==> src/esag_pkg.sv <==
/*
  Shared constants for the endian swap and access guard block.
  Assumes a 20 MHz core clock and a 32-bit register bus.
*/
package esag_pkg;
  // ************************************************************
  // Register map
  // ************************************************************
  localparam logic [11:0] ESAG_SE_DMA_CFG_OFF = 12'h048;
  localparam logic [11:0] ESAG_WIN0_OFF = 12'h070;
  localparam logic [11:0] ESAG_WIN5_OFF = 12'h084;
  localparam logic [11:0] ESAG_CPU_CFG_OFF = 12'h090;
  localparam logic [11:0] ESAG_SWAP_CTRL_OFF = 12'h100;
  localparam logic [11:0] ESAG_STATUS_OFF = 12'h104;
  localparam logic [11:0] ESAG_IRQ_MASK_OFF = 12'h108;
  localparam logic [3:0] ESAG_RING_PTR_NIB = 4'hC;
  localparam logic [7:0] ESAG_RING_PTR_TOP = 8'h03;
  localparam logic [11:0] ESAG_PTR_A_LO = 12'h0A0;
  localparam logic [11:0] ESAG_PTR_A_HI = 12'h0AC;
  localparam logic [11:0] ESAG_PTR_B_LO = 12'h0D0;
  localparam logic [11:0] ESAG_PTR_B_HI = 12'h0DC;
  localparam logic [31:0] ESAG_REG_RESET = 32'h0000_0000;
  // ************************************************************
  // Field positions
  // ************************************************************
  localparam int ESAG_WIN_OVR_BIT = 0;
  localparam int ESAG_CFG_FAST_WR_BIT = 0;
  localparam int ESAG_CFG_BURST_BIT = 1;
  localparam int ESAG_UNLOCK_LSB = 12;
  localparam int ESAG_NUM_WIN = 6;
  localparam int ESAG_NUM_SWAP = 5;
  localparam int ESAG_NUM_EVT = 8;
  localparam int ESAG_ADDR_W = 26;
  // ************************************************************
  // Enumerations
  // ************************************************************
  typedef enum logic [1:0] {ESAG_KIND_DATA, ESAG_KIND_CMD, ESAG_KIND_DESC, ESAG_KIND_SWW}
    esag_kind_type;
  localparam logic [1:0] ESAG_UNLOCK_NONE = 2'h0;
  localparam logic [1:0] ESAG_UNLOCK_FULL = 2'h3;
  localparam logic [2:0] ESAG_UNIT_SEC_ENGINE = 3'h1;
  localparam logic [1:0] ESAG_RESP_OKAY = 2'h0;
  localparam logic [1:0] ESAG_RESP_SLVERR = 2'h2;
endpackage

==> src/esag_core.sv <==
/*
  Endian swap units, window endianness override and protected-mode host filter.
  Assumes the local processor reaches the registers over AXI4-Lite, that all
  request inputs are synchronous to clk_sys and that one host request is open at a time.
*/
`timescale 1ns/10ps
// How it works
// - Local processor sees this block as a 32-bit memory-mapped slave only.
// - Fast writes and sub-block bursts are enabled by config register bits.
// - Software-selected local processor events raise the processor interrupt.
// - Packet memory stays little-endian; reordering only inside swap units.
// - Each swap unit has its own enable from registers, flags and pin.
// - DMA swapping is chosen per data, command, descriptor and single word write.
// - An enabled swap unit reverses the four bytes of each word.
// - A disabled swap unit passes the word unchanged.
// - Packet memory addresses are 26 bits, covering 64MB.
// - Packet memory regions can be kept out of host reach.
// - Context memory is granted only to the security engine, 64MB range.
// - Protect pin selects mode; unprotected host reaches everything.
// - Protected host writes to hidden registers drop, reads give zero.
// - Protected packet memory is locked unless unlock bits 13:12 open it.
// - Buffer and ring pointer registers stay host reachable when protected.
// - Local processor always has full access to everything.
// - All registers except the pointer registers are hidden from the host when protected.
module esag_core
#(
  parameter int ADDR_W = esag_pkg::ESAG_ADDR_W
)
(
  input wire logic clk_sys,
  input wire logic sys_rst,
  input wire logic [11:0] s_axi_awaddr,
  input wire logic s_axi_awvalid,
  output logic s_axi_awready,
  input wire logic [31:0] s_axi_wdata,
  input wire logic [3:0] s_axi_wstrb,
  input wire logic s_axi_wvalid,
  output logic s_axi_wready,
  output logic [1:0] s_axi_bresp,
  output logic s_axi_bvalid,
  input wire logic s_axi_bready,
  input wire logic [11:0] s_axi_araddr,
  input wire logic s_axi_arvalid,
  output logic s_axi_arready,
  output logic [31:0] s_axi_rdata,
  output logic [1:0] s_axi_rresp,
  output logic s_axi_rvalid,
  input wire logic s_axi_rready,
  input wire logic cpu_endian_select,
  input wire logic protect_n,
  input wire logic [esag_pkg::ESAG_NUM_EVT-1:0] cpu_event,
  output logic cpu_irq,
  output logic cpu_fast_write_en,
  output logic cpu_burst_en,
  input wire logic [2:0] cpu_win_sel,
  input wire logic [esag_pkg::ESAG_NUM_SWAP-1:0] swp_valid,
  input wire logic [esag_pkg::ESAG_NUM_SWAP*32-1:0] swp_data,
  input wire logic [esag_pkg::ESAG_NUM_SWAP*2-1:0] swp_kind,
  input wire logic [esag_pkg::ESAG_NUM_SWAP-1:0] swp_flag,
  output logic [esag_pkg::ESAG_NUM_SWAP-1:0] swp_out_valid,
  output logic [esag_pkg::ESAG_NUM_SWAP*32-1:0] swp_out_data,
  input wire logic host_req_valid,
  input wire logic host_req_write,
  input wire logic host_req_is_ram,
  input wire logic host_req_group,
  input wire logic [ADDR_W-1:0] host_req_addr,
  input wire logic [31:0] host_req_wdata,
  output logic fwd_valid,
  output logic fwd_write,
  output logic fwd_is_ram,
  output logic fwd_group,
  output logic [ADDR_W-1:0] fwd_addr,
  output logic [31:0] fwd_wdata,
  input wire logic int_rvalid,
  input wire logic [31:0] int_rdata,
  output logic host_rvalid,
  output logic [31:0] host_rdata,
  output logic host_blocked,
  input wire logic ctx_req_valid,
  input wire logic [2:0] ctx_req_unit,
  input wire logic [ADDR_W-1:0] ctx_req_addr,
  output logic ctx_grant,
  output logic [ADDR_W-1:0] ctx_addr
);
  import esag_pkg::*;

  // ************************************************************
  // Register bus slave
  // ************************************************************
  logic [11:0] awaddr_reg;
  logic aw_held_reg;
  logic [31:0] wdata_reg;
  logic [3:0] wstrb_reg;
  logic w_held_reg;
  logic bvalid_reg;
  logic [1:0] bresp_reg;
  logic rvalid_reg;
  logic [1:0] rresp_reg;
  logic [31:0] rdata_reg;
  logic [31:0] win_reg [ESAG_NUM_WIN];
  logic [31:0] local_cpu_config_reg;
  logic [31:0] se_dma_cfg_reg;
  logic [31:0] swap_ctrl_reg;
  logic [ESAG_NUM_EVT-1:0] irq_mask_reg;
  logic cpu_irq_reg;

  assign s_axi_awready = ~aw_held_reg & ~bvalid_reg;
  assign s_axi_wready = ~w_held_reg & ~bvalid_reg;
  assign s_axi_arready = ~rvalid_reg;
  assign s_axi_bvalid = bvalid_reg;
  assign s_axi_bresp = bresp_reg;
  assign s_axi_rvalid = rvalid_reg;
  assign s_axi_rresp = rresp_reg;
  assign s_axi_rdata = rdata_reg;

  wire aw_take = s_axi_awvalid & s_axi_awready;
  wire w_take = s_axi_wvalid & s_axi_wready;
  wire [11:0] wr_addr = aw_held_reg ? awaddr_reg : s_axi_awaddr;
  wire [31:0] wr_data = w_held_reg ? wdata_reg : s_axi_wdata;
  wire [3:0] wr_strb = w_held_reg ? wstrb_reg : s_axi_wstrb;
  wire wr_fire = (aw_held_reg | aw_take) & (w_held_reg | w_take) & ~bvalid_reg;
  wire rd_fire = s_axi_arvalid & s_axi_arready;

  function automatic logic [31:0] merge(input logic [31:0] old, input logic [31:0] nw,
                                        input logic [3:0] strb);
    logic [31:0] res;
    res = old;
    for (int b = 0; b < 4; b++)
    begin
      if (strb[b])
      begin
        res[b*8 +: 8] = nw[b*8 +: 8];
      end
    end
    return res;
  endfunction

  function automatic logic is_win(input logic [11:0] a);
    return (a >= ESAG_WIN0_OFF) && (a <= ESAG_WIN5_OFF) && (a[1:0] == 2'h0);
  endfunction

  function automatic logic mapped(input logic [11:0] a);
    return is_win(a) || a == ESAG_SE_DMA_CFG_OFF || a == ESAG_CPU_CFG_OFF ||
           a == ESAG_SWAP_CTRL_OFF || a == ESAG_STATUS_OFF || a == ESAG_IRQ_MASK_OFF;
  endfunction

  wire [2:0] wr_win = 3'((wr_addr - ESAG_WIN0_OFF) >> 2);
  wire [2:0] rd_win = 3'((s_axi_araddr - ESAG_WIN0_OFF) >> 2);
  wire protect_mode = ~protect_n;

  logic [31:0] rd_value;
  always_comb
  begin
    rd_value = 32'h0000_0000;
    if (is_win(s_axi_araddr))
    begin
      rd_value = win_reg[rd_win];
    end
    else if (s_axi_araddr == ESAG_SE_DMA_CFG_OFF)
    begin
      rd_value = se_dma_cfg_reg;
    end
    else if (s_axi_araddr == ESAG_CPU_CFG_OFF)
    begin
      rd_value = local_cpu_config_reg;
    end
    else if (s_axi_araddr == ESAG_SWAP_CTRL_OFF)
    begin
      rd_value = swap_ctrl_reg;
    end
    else if (s_axi_araddr == ESAG_STATUS_OFF)
    begin
      rd_value = {29'h0, cpu_irq_reg, cpu_endian_select, protect_mode};
    end
    else if (s_axi_araddr == ESAG_IRQ_MASK_OFF)
    begin
      rd_value = {24'h0, irq_mask_reg};
    end
  end

  // The local processor is never filtered, whatever the protect pin says.
  always_ff @(posedge clk_sys)
  begin
    if (sys_rst)
    begin
      aw_held_reg <= 1'b0;
      w_held_reg <= 1'b0;
      awaddr_reg <= 12'h000;
      wdata_reg <= ESAG_REG_RESET;
      wstrb_reg <= 4'h0;
      bvalid_reg <= 1'b0;
      bresp_reg <= ESAG_RESP_OKAY;
      rvalid_reg <= 1'b0;
      rresp_reg <= ESAG_RESP_OKAY;
      rdata_reg <= ESAG_REG_RESET;
      local_cpu_config_reg <= ESAG_REG_RESET;
      se_dma_cfg_reg <= ESAG_REG_RESET;
      swap_ctrl_reg <= ESAG_REG_RESET;
      irq_mask_reg <= 8'h00;
      for (int i = 0; i < ESAG_NUM_WIN; i++)
      begin
        win_reg[i] <= ESAG_REG_RESET;
      end
    end
    else
    begin
      if (wr_fire)
      begin
        aw_held_reg <= 1'b0;
        w_held_reg <= 1'b0;
        bvalid_reg <= 1'b1;
        bresp_reg <= mapped(wr_addr) ? ESAG_RESP_OKAY : ESAG_RESP_SLVERR;
        if (is_win(wr_addr))
        begin
          win_reg[wr_win] <= merge(win_reg[wr_win], wr_data, wr_strb);
        end
        if (wr_addr == ESAG_SE_DMA_CFG_OFF)
        begin
          se_dma_cfg_reg <= merge(se_dma_cfg_reg, wr_data, wr_strb);
        end
        if (wr_addr == ESAG_CPU_CFG_OFF)
        begin
          local_cpu_config_reg <= merge(local_cpu_config_reg, wr_data, wr_strb);
        end
        if (wr_addr == ESAG_SWAP_CTRL_OFF)
        begin
          swap_ctrl_reg <= merge(swap_ctrl_reg, wr_data, wr_strb);
        end
        if (wr_addr == ESAG_IRQ_MASK_OFF && wr_strb[0])
        begin
          irq_mask_reg <= wr_data[7:0];
        end
      end
      else
      begin
        if (aw_take)
        begin
          aw_held_reg <= 1'b1;
          awaddr_reg <= s_axi_awaddr;
        end
        if (w_take)
        begin
          w_held_reg <= 1'b1;
          wdata_reg <= s_axi_wdata;
          wstrb_reg <= s_axi_wstrb;
        end
      end
      if (bvalid_reg && s_axi_bready)
      begin
        bvalid_reg <= 1'b0;
      end
      if (rd_fire)
      begin
        rvalid_reg <= 1'b1;
        rdata_reg <= rd_value;
        rresp_reg <= mapped(s_axi_araddr) ? ESAG_RESP_OKAY : ESAG_RESP_SLVERR;
      end
      else if (rvalid_reg && s_axi_rready)
      begin
        rvalid_reg <= 1'b0;
      end
    end
  end

  // ************************************************************
  // Local processor options and interrupt
  // ************************************************************
  assign cpu_fast_write_en = local_cpu_config_reg[ESAG_CFG_FAST_WR_BIT];
  assign cpu_burst_en = local_cpu_config_reg[ESAG_CFG_BURST_BIT];
  assign cpu_irq = cpu_irq_reg;

  always_ff @(posedge clk_sys)
  begin
    if (sys_rst)
    begin
      cpu_irq_reg <= 1'b0;
    end
    else
    begin
      cpu_irq_reg <= |(cpu_event & irq_mask_reg);
    end
  end

  // ************************************************************
  // Byte swap units
  // ************************************************************
  // Lanes 0 and 1 are the general and security engine DMA paths, lane 2 the
  // local processor path, lanes 3 and 4 plain register- and flag-controlled paths.
  wire win_ovr = (cpu_win_sel < 3'(ESAG_NUM_WIN)) ? win_reg[cpu_win_sel][ESAG_WIN_OVR_BIT] : 1'b0;
  wire cpu_swap = cpu_endian_select ^ win_ovr;

  generate
    for (genvar g = 0; g < ESAG_NUM_SWAP; g++)
    begin : g_swap
      wire [31:0] din = swp_data[g*32 +: 32];
      wire [1:0] kind = swp_kind[g*2 +: 2];
      wire en;
      if (g < 2)
      begin : g_dma
        assign en = swap_ctrl_reg[g*4 + int'(kind)] ^ swp_flag[g];
      end
      else if (g == 2)
      begin : g_cpu
        assign en = cpu_swap;
      end
      else
      begin : g_reg
        assign en = swap_ctrl_reg[8 + g] ^ swp_flag[g];
      end
      wire [31:0] swapped = {din[7:0], din[15:8], din[23:16], din[31:24]};
      always_ff @(posedge clk_sys)
      begin
        if (sys_rst)
        begin
          swp_out_valid[g] <= 1'b0;
          swp_out_data[g*32 +: 32] <= ESAG_REG_RESET;
        end
        else
        begin
          swp_out_valid[g] <= swp_valid[g];
          if (swp_valid[g])
          begin
            swp_out_data[g*32 +: 32] <= en ? swapped : din;
          end
        end
      end
    end
  endgenerate

  // ************************************************************
  // Protected-mode host filter
  // ************************************************************
  // Pointer registers stay open so the host can still hand over buffers.
  wire [11:0] ha = host_req_addr[11:0];
  wire reg_open = host_req_group &&
                  ((ha[3:0] == ESAG_RING_PTR_NIB && ha[11:4] <= ESAG_RING_PTR_TOP) ||
                   (ha >= ESAG_PTR_A_LO && ha <= ESAG_PTR_A_HI) ||
                   (ha >= ESAG_PTR_B_LO && ha <= ESAG_PTR_B_HI));
  wire [1:0] unlock = se_dma_cfg_reg[ESAG_UNLOCK_LSB +: 2];
  // Partial unlock opens the upper half of the 64MB space only.
  wire ram_open = (unlock == ESAG_UNLOCK_FULL) ||
                  (unlock != ESAG_UNLOCK_NONE && host_req_addr[ADDR_W-1]);
  wire hide = protect_mode && (host_req_is_ram ? ~ram_open : ~reg_open);

  logic fwd_valid_reg;
  logic fwd_write_reg;
  logic fwd_is_ram_reg;
  logic fwd_group_reg;
  logic [ADDR_W-1:0] fwd_addr_reg;
  logic [31:0] fwd_wdata_reg;
  logic host_rvalid_reg;
  logic [31:0] host_rdata_reg;
  logic host_blocked_reg;
  logic ctx_grant_reg;
  logic [ADDR_W-1:0] ctx_addr_reg;

  assign fwd_valid = fwd_valid_reg;
  assign fwd_write = fwd_write_reg;
  assign fwd_is_ram = fwd_is_ram_reg;
  assign fwd_group = fwd_group_reg;
  assign fwd_addr = fwd_addr_reg;
  assign fwd_wdata = fwd_wdata_reg;
  assign host_rvalid = host_rvalid_reg;
  assign host_rdata = host_rdata_reg;
  assign host_blocked = host_blocked_reg;
  assign ctx_grant = ctx_grant_reg;
  assign ctx_addr = ctx_addr_reg;

  always_ff @(posedge clk_sys)
  begin
    if (sys_rst)
    begin
      fwd_valid_reg <= 1'b0;
      fwd_write_reg <= 1'b0;
      fwd_is_ram_reg <= 1'b0;
      fwd_group_reg <= 1'b0;
      fwd_addr_reg <= '0;
      fwd_wdata_reg <= ESAG_REG_RESET;
      host_rvalid_reg <= 1'b0;
      host_rdata_reg <= ESAG_REG_RESET;
      host_blocked_reg <= 1'b0;
      ctx_grant_reg <= 1'b0;
      ctx_addr_reg <= '0;
    end
    else
    begin
      fwd_valid_reg <= host_req_valid & ~hide;
      host_blocked_reg <= host_req_valid & hide;
      if (host_req_valid)
      begin
        fwd_write_reg <= host_req_write;
        fwd_is_ram_reg <= host_req_is_ram;
        fwd_group_reg <= host_req_group;
        fwd_addr_reg <= host_req_addr;
        fwd_wdata_reg <= host_req_wdata;
      end
      // A hidden read is answered here with zero and never reaches the device.
      host_rvalid_reg <= int_rvalid | (host_req_valid & hide & ~host_req_write);
      if (host_req_valid && hide && !host_req_write)
      begin
        host_rdata_reg <= 32'h0000_0000;
      end
      else if (int_rvalid)
      begin
        host_rdata_reg <= int_rdata;
      end
      ctx_grant_reg <= ctx_req_valid && (ctx_req_unit == ESAG_UNIT_SEC_ENGINE);
      if (ctx_req_valid)
      begin
        ctx_addr_reg <= ctx_req_addr;
      end
    end
  end
endmodule

==> config.mk <==
export PLATFORM = sky130hd
export DESIGN_NAME = esag_core
export DESIGN_NICKNAME = d
export VERILOG_FILES = /design/src/esag_pkg.sv /design/src/esag_core.sv
export SDC_FILE = /design/constraint.sdc
export NUM_CORES = 1
export LEC_CHECK = 0
export ABC_AREA = 1
export BUFFER_PORTS_ARGS = -buffer_cell sky130_fd_sc_hd__buf_4
export CORE_MARGIN = 2
export CORE_UTILIZATION = 29
export CTS_CLUSTER_SIZE = 40
export DETAILED_ROUTE_END_ITERATION = 12
export PLACE_DENSITY = 0.47
export SLEW_MARGIN = 10
export SYNTH_ARGS = -nofsm -noshare
export SYNTH_HDL_FRONTEND = slang
export SYNTH_SLANG_ARGS = --single-unit
==> constraint.sdc <==
create_clock -name clk_sys -period 2.8 [get_ports clk_sys]
set_clock_uncertainty 0.1 [all_clocks]
set_input_delay 0.28 -clock clk_sys [delete_from_list [all_inputs] [get_ports clk_sys]]
set_output_delay 0.28 -clock clk_sys [all_outputs]
set_load 0.05 [all_outputs]
==> metrics.yaml <==
synthesis:
  synthXorXnorAreaFrac_pct: 0.0552
  synth-simple-area-share_pct: 21.6
  synth_area_leaders: "dfxtp_1 (30%), edfxtp_1 (24%), nand2_1 (9.2%)"
  synth-compound-area-share_pct: 15.3
  synth.area.mux_share_pct: 1.01
  synth_top_family_by_area: "simple AND/OR/NAND/NOR gates"
  synth_cell_types: 49
  syn-cell-area_mm2: 0.0317
  synth_edf_count: 256
  synthFlopType: "dfxtp_1"
  synthArstFlopShare_pct: 0
  synthAdderAreaFrac_pct: 0.0316
  synth_top_area_share_pct: 30.2
  ys_warn_count: 0
  syn_avg_cell_area_um2: 8.28
  synthCells: 3832
  synth_commonest_cells: "nand2_1 (781), nor2_1 (539), dfxtp_1 (479), inv_1 (358), o21ai_0 (336)"
  yosysSeqAreaShare_pct: 54.5
  yosysTopAreaCell: "dfxtp_1"
  yosys_register_bits: 735
  synth_most_common_cell: "nand2_1"
placement:
  gp_congestion: 0.849
  placed_area_mm2: 0.0392
  io_buffers: 707
  hpwl_um: 92500
power:
  peakVddDrop_mv: 0.409
  leakage_uw: 0.0203
  p_per_area_mw_per_mm2: 616
  power.total_uw: 28900
worst_setup_path:
  critPathArrivalTime_ns: 2.85
  worst-r2r-cell-count: 14
  max_stage_delay_ns: 0.32
  critPathMaxFanout: 14
  slowest_stage: "dfxtp_1"
  cp.required_ns: 3.05
  path_buf_inv: 4
  crit_type: "reg -> reg"
  r2r_end: "win_reg[3][26]$_SDFFCE_PN0P_"
  cp-start-kind: "flip-flop"
  crit_top_cell: "nand2_1"
  endpoint_kind: "flip-flop"
  timing.rr.start: "aw_held_reg$_SDFFE_PP0P_"
  worstPathCellList: "inv_2 > nand2_1 > nand2_1 > nand2_1 > nor2_1 > nand2_1 > nand2_1 > o2111ai_1 > nand2_4 > buf_12 > buf_4 > nand4_4 > nand2_1 > buf_4"
  critPathTopFamily: "simple AND/OR/NAND/NOR gates"
  r2r_slack_ns: 0.20
routing:
  wl_per_cell_um: 19.7
  vias: 30800
  drc: 0
  dr.pass1.iters: 8
  wirelength_um: 129000
  drtAntennaViolNets: 0
  routed_via_density: 4.71
  drt-initial-drc-count: 1982
layout:
  largest_reg_flops: 256
  nNetsFinal: 5423
  drive_gt1_share_pct: 20.2
  finalInstanceArea_mm2: 0.0469
  fin_util_pct: 43.1
  syn_to_final_growth_pct: 47.8
  nFillCells: 10900
clock_network:
  path_clk_slew_ns: 0.06
  cts_tree: "yes"
  clk-insertion-delay-late_ns: 0.66
  cts_htree_levels: 3
  clockBufferDepth: 3
  cts_sinks: 735
  root_buffer: "clkbuf_16"
  cts_buffers: 89
grt:
  grt_overflow: 0
  grt_first_pass_wirelength_um: 189000
  grt_pass1_vias: 29600
  grt_antenna_before_repair: 25
  grt_usage_pct: 22.1
  grt_max_degree: 97
timing:
  tightest_slew_ns: 0.987
  rsz0062_at_grt: "yes"
  fin_setup_tns_ns: 0
  timing.fmax_mhz: 384
  period_share_pct: 92.9
  finalSetupViolCount: 0
  period_needed_ns: 2.60
  drv_slew: 0
  relSlewSlack_pct: 34.1
  hold_viol: 0
floorplanning:
  core_region_area_mm2: 0.109
  die-area_mm2: 0.112
  io_pins: 717
  die_h_um: 335
  die_w_um: 335
  row_count: 121
  start_util_pct: 29.2
status:
  status: "finished clean"
worst_hold_path:
  hold_start: "swp_valid[0]"
  hp-class: "in -> reg"
  whs_path_depth: 3
  whs_endpoint: "swp_out_valid[0]$_SDFF_PP0_"
run:
  maxCapViolations: 0
-- cell families (layout without fill, tap and decap cells) --
| family | count (synthesis) | after routing |
|---|---|---|
| adders and majority gates | 1 | 1 |
| muxes | 32 | 32 |
| other | 1 | 80 |
| buffers and inverters | 609 | 1825 |
| DFF | 735 | 735 |
| xor gates and xnor gates | 2 | 2 |
| AOI/OAI and AO/OA | 837 | 837 |
| and+or+nand+nor | 1615 | 1615 |
-- worst min-delay path, cell delays in order --
cell	delay, ns
buf_4	0.26
inv_1	0.12
nor2_1	0.05
-- cell type report --
type | count | area (um^2) | area share, %
sequential | 735 | 17300 | 36.9
multi-input combinational | 2553 | 12400 | 26.4
timing repair buffer | 1290 | 11100 | 23.6
clock buffer | 137 | 2650 | 5.65
tap | 1414 | 1770 | 3.77
inverter | 369 | 1400 | 2.98
clock inverter | 29 | 290 | 0.619
antenna | 14 | 35.0 | 0.0747
-- layout by cell type (no fill, tap or decap), drive strengths merged, types with 5 or more instances in the layout --
master | Yosys | routed
clkinv | 6 | 27
dfxtp | 479 | 479
nor2 | 545 | 545
clkbuf | 194 | 137
buf | 46 | 827
edfxtp | 256 | 256
a21oi | 241 | 241
a211oi | 5 | 5
nand4 | 28 | 28
inv | 363 | 365
o21ai | 343 | 343
o211ai | 208 | 208
nand2 | 792 | 792
diode | 0 | 14
o2111ai | 25 | 25
mux2i | 32 | 32
conb | 1 | 66
dlygate4sd3 | 0 | 463
nand3 | 223 | 223
nor3 | 16 | 16
-- power by group --
part           leakage (uW)  switching (uW)  internal (uW)
combinational        0.0122            3450           1910
clock               0.00145            4780           6890
sequential          0.00659             267          11600
-- per-stage QoR --
stage          setup slack, ns  instances  hold slack (ns)
2_1_floorplan            0.249       3897            0.256
3_3_place_gp           -0.0720       5894            0.336
3_5_place_dp           -0.0836       5894            0.339
4_1_cts                 0.0585       6523          0.00386
5_1_grt                -0.0156       6537           0.0774
6_report                 0.198       6541           0.0374
-- how the worst max path moves through the flow --
stage / start / endpoint / slack [ns] / cells after the start
global placement: aw_held_reg$_SDFFE_PP0P_ / local_cpu_config_reg[18]$_SDFFE_PP0P_ / -0.07 / 11
global route: aw_held_reg$_SDFFE_PP0P_ / win_reg[3][26]$_SDFFCE_PN0P_ / -0.02 / 14
finish: aw_held_reg$_SDFFE_PP0P_ / win_reg[3][26]$_SDFFCE_PN0P_ / 0.20 / 14
floorplan: s_axi_bvalid$_SDFFE_PP0P_ / win_reg[1][0]$_SDFFCE_PN0P_ / 0.25 / 8
CTS: aw_held_reg$_SDFFE_PP0P_ / local_cpu_config_reg[16]$_SDFFE_PP0P_ / 0.06 / 11
detailed placement: aw_held_reg$_SDFFE_PP0P_ / local_cpu_config_reg[16]$_SDFFE_PP0P_ / -0.08 / 11
-- routing by layer --
metal / share of wire (%) / track usage (%) / up-vias
li1: - / - / 15100
met1: 43 / 28.4 / 14600
met2: 48 / 36.8 / 839
met3: 5.8 / 4.35 / 203
met4: 3.6 / 8.16 / 22
met5: 0.11 / 0 / -
-- what timing repair did --
action,4_1_cts,5_1_grt
gates resized for setup,2,13
cloned,0,0
endpoints found under the setup margin,16,270
pin swaps,0,2
hold buffers,463,0
buffers inserted,0,4
endpoints found under the hold margin,353,0
Power figures use the tool's default switching activity.
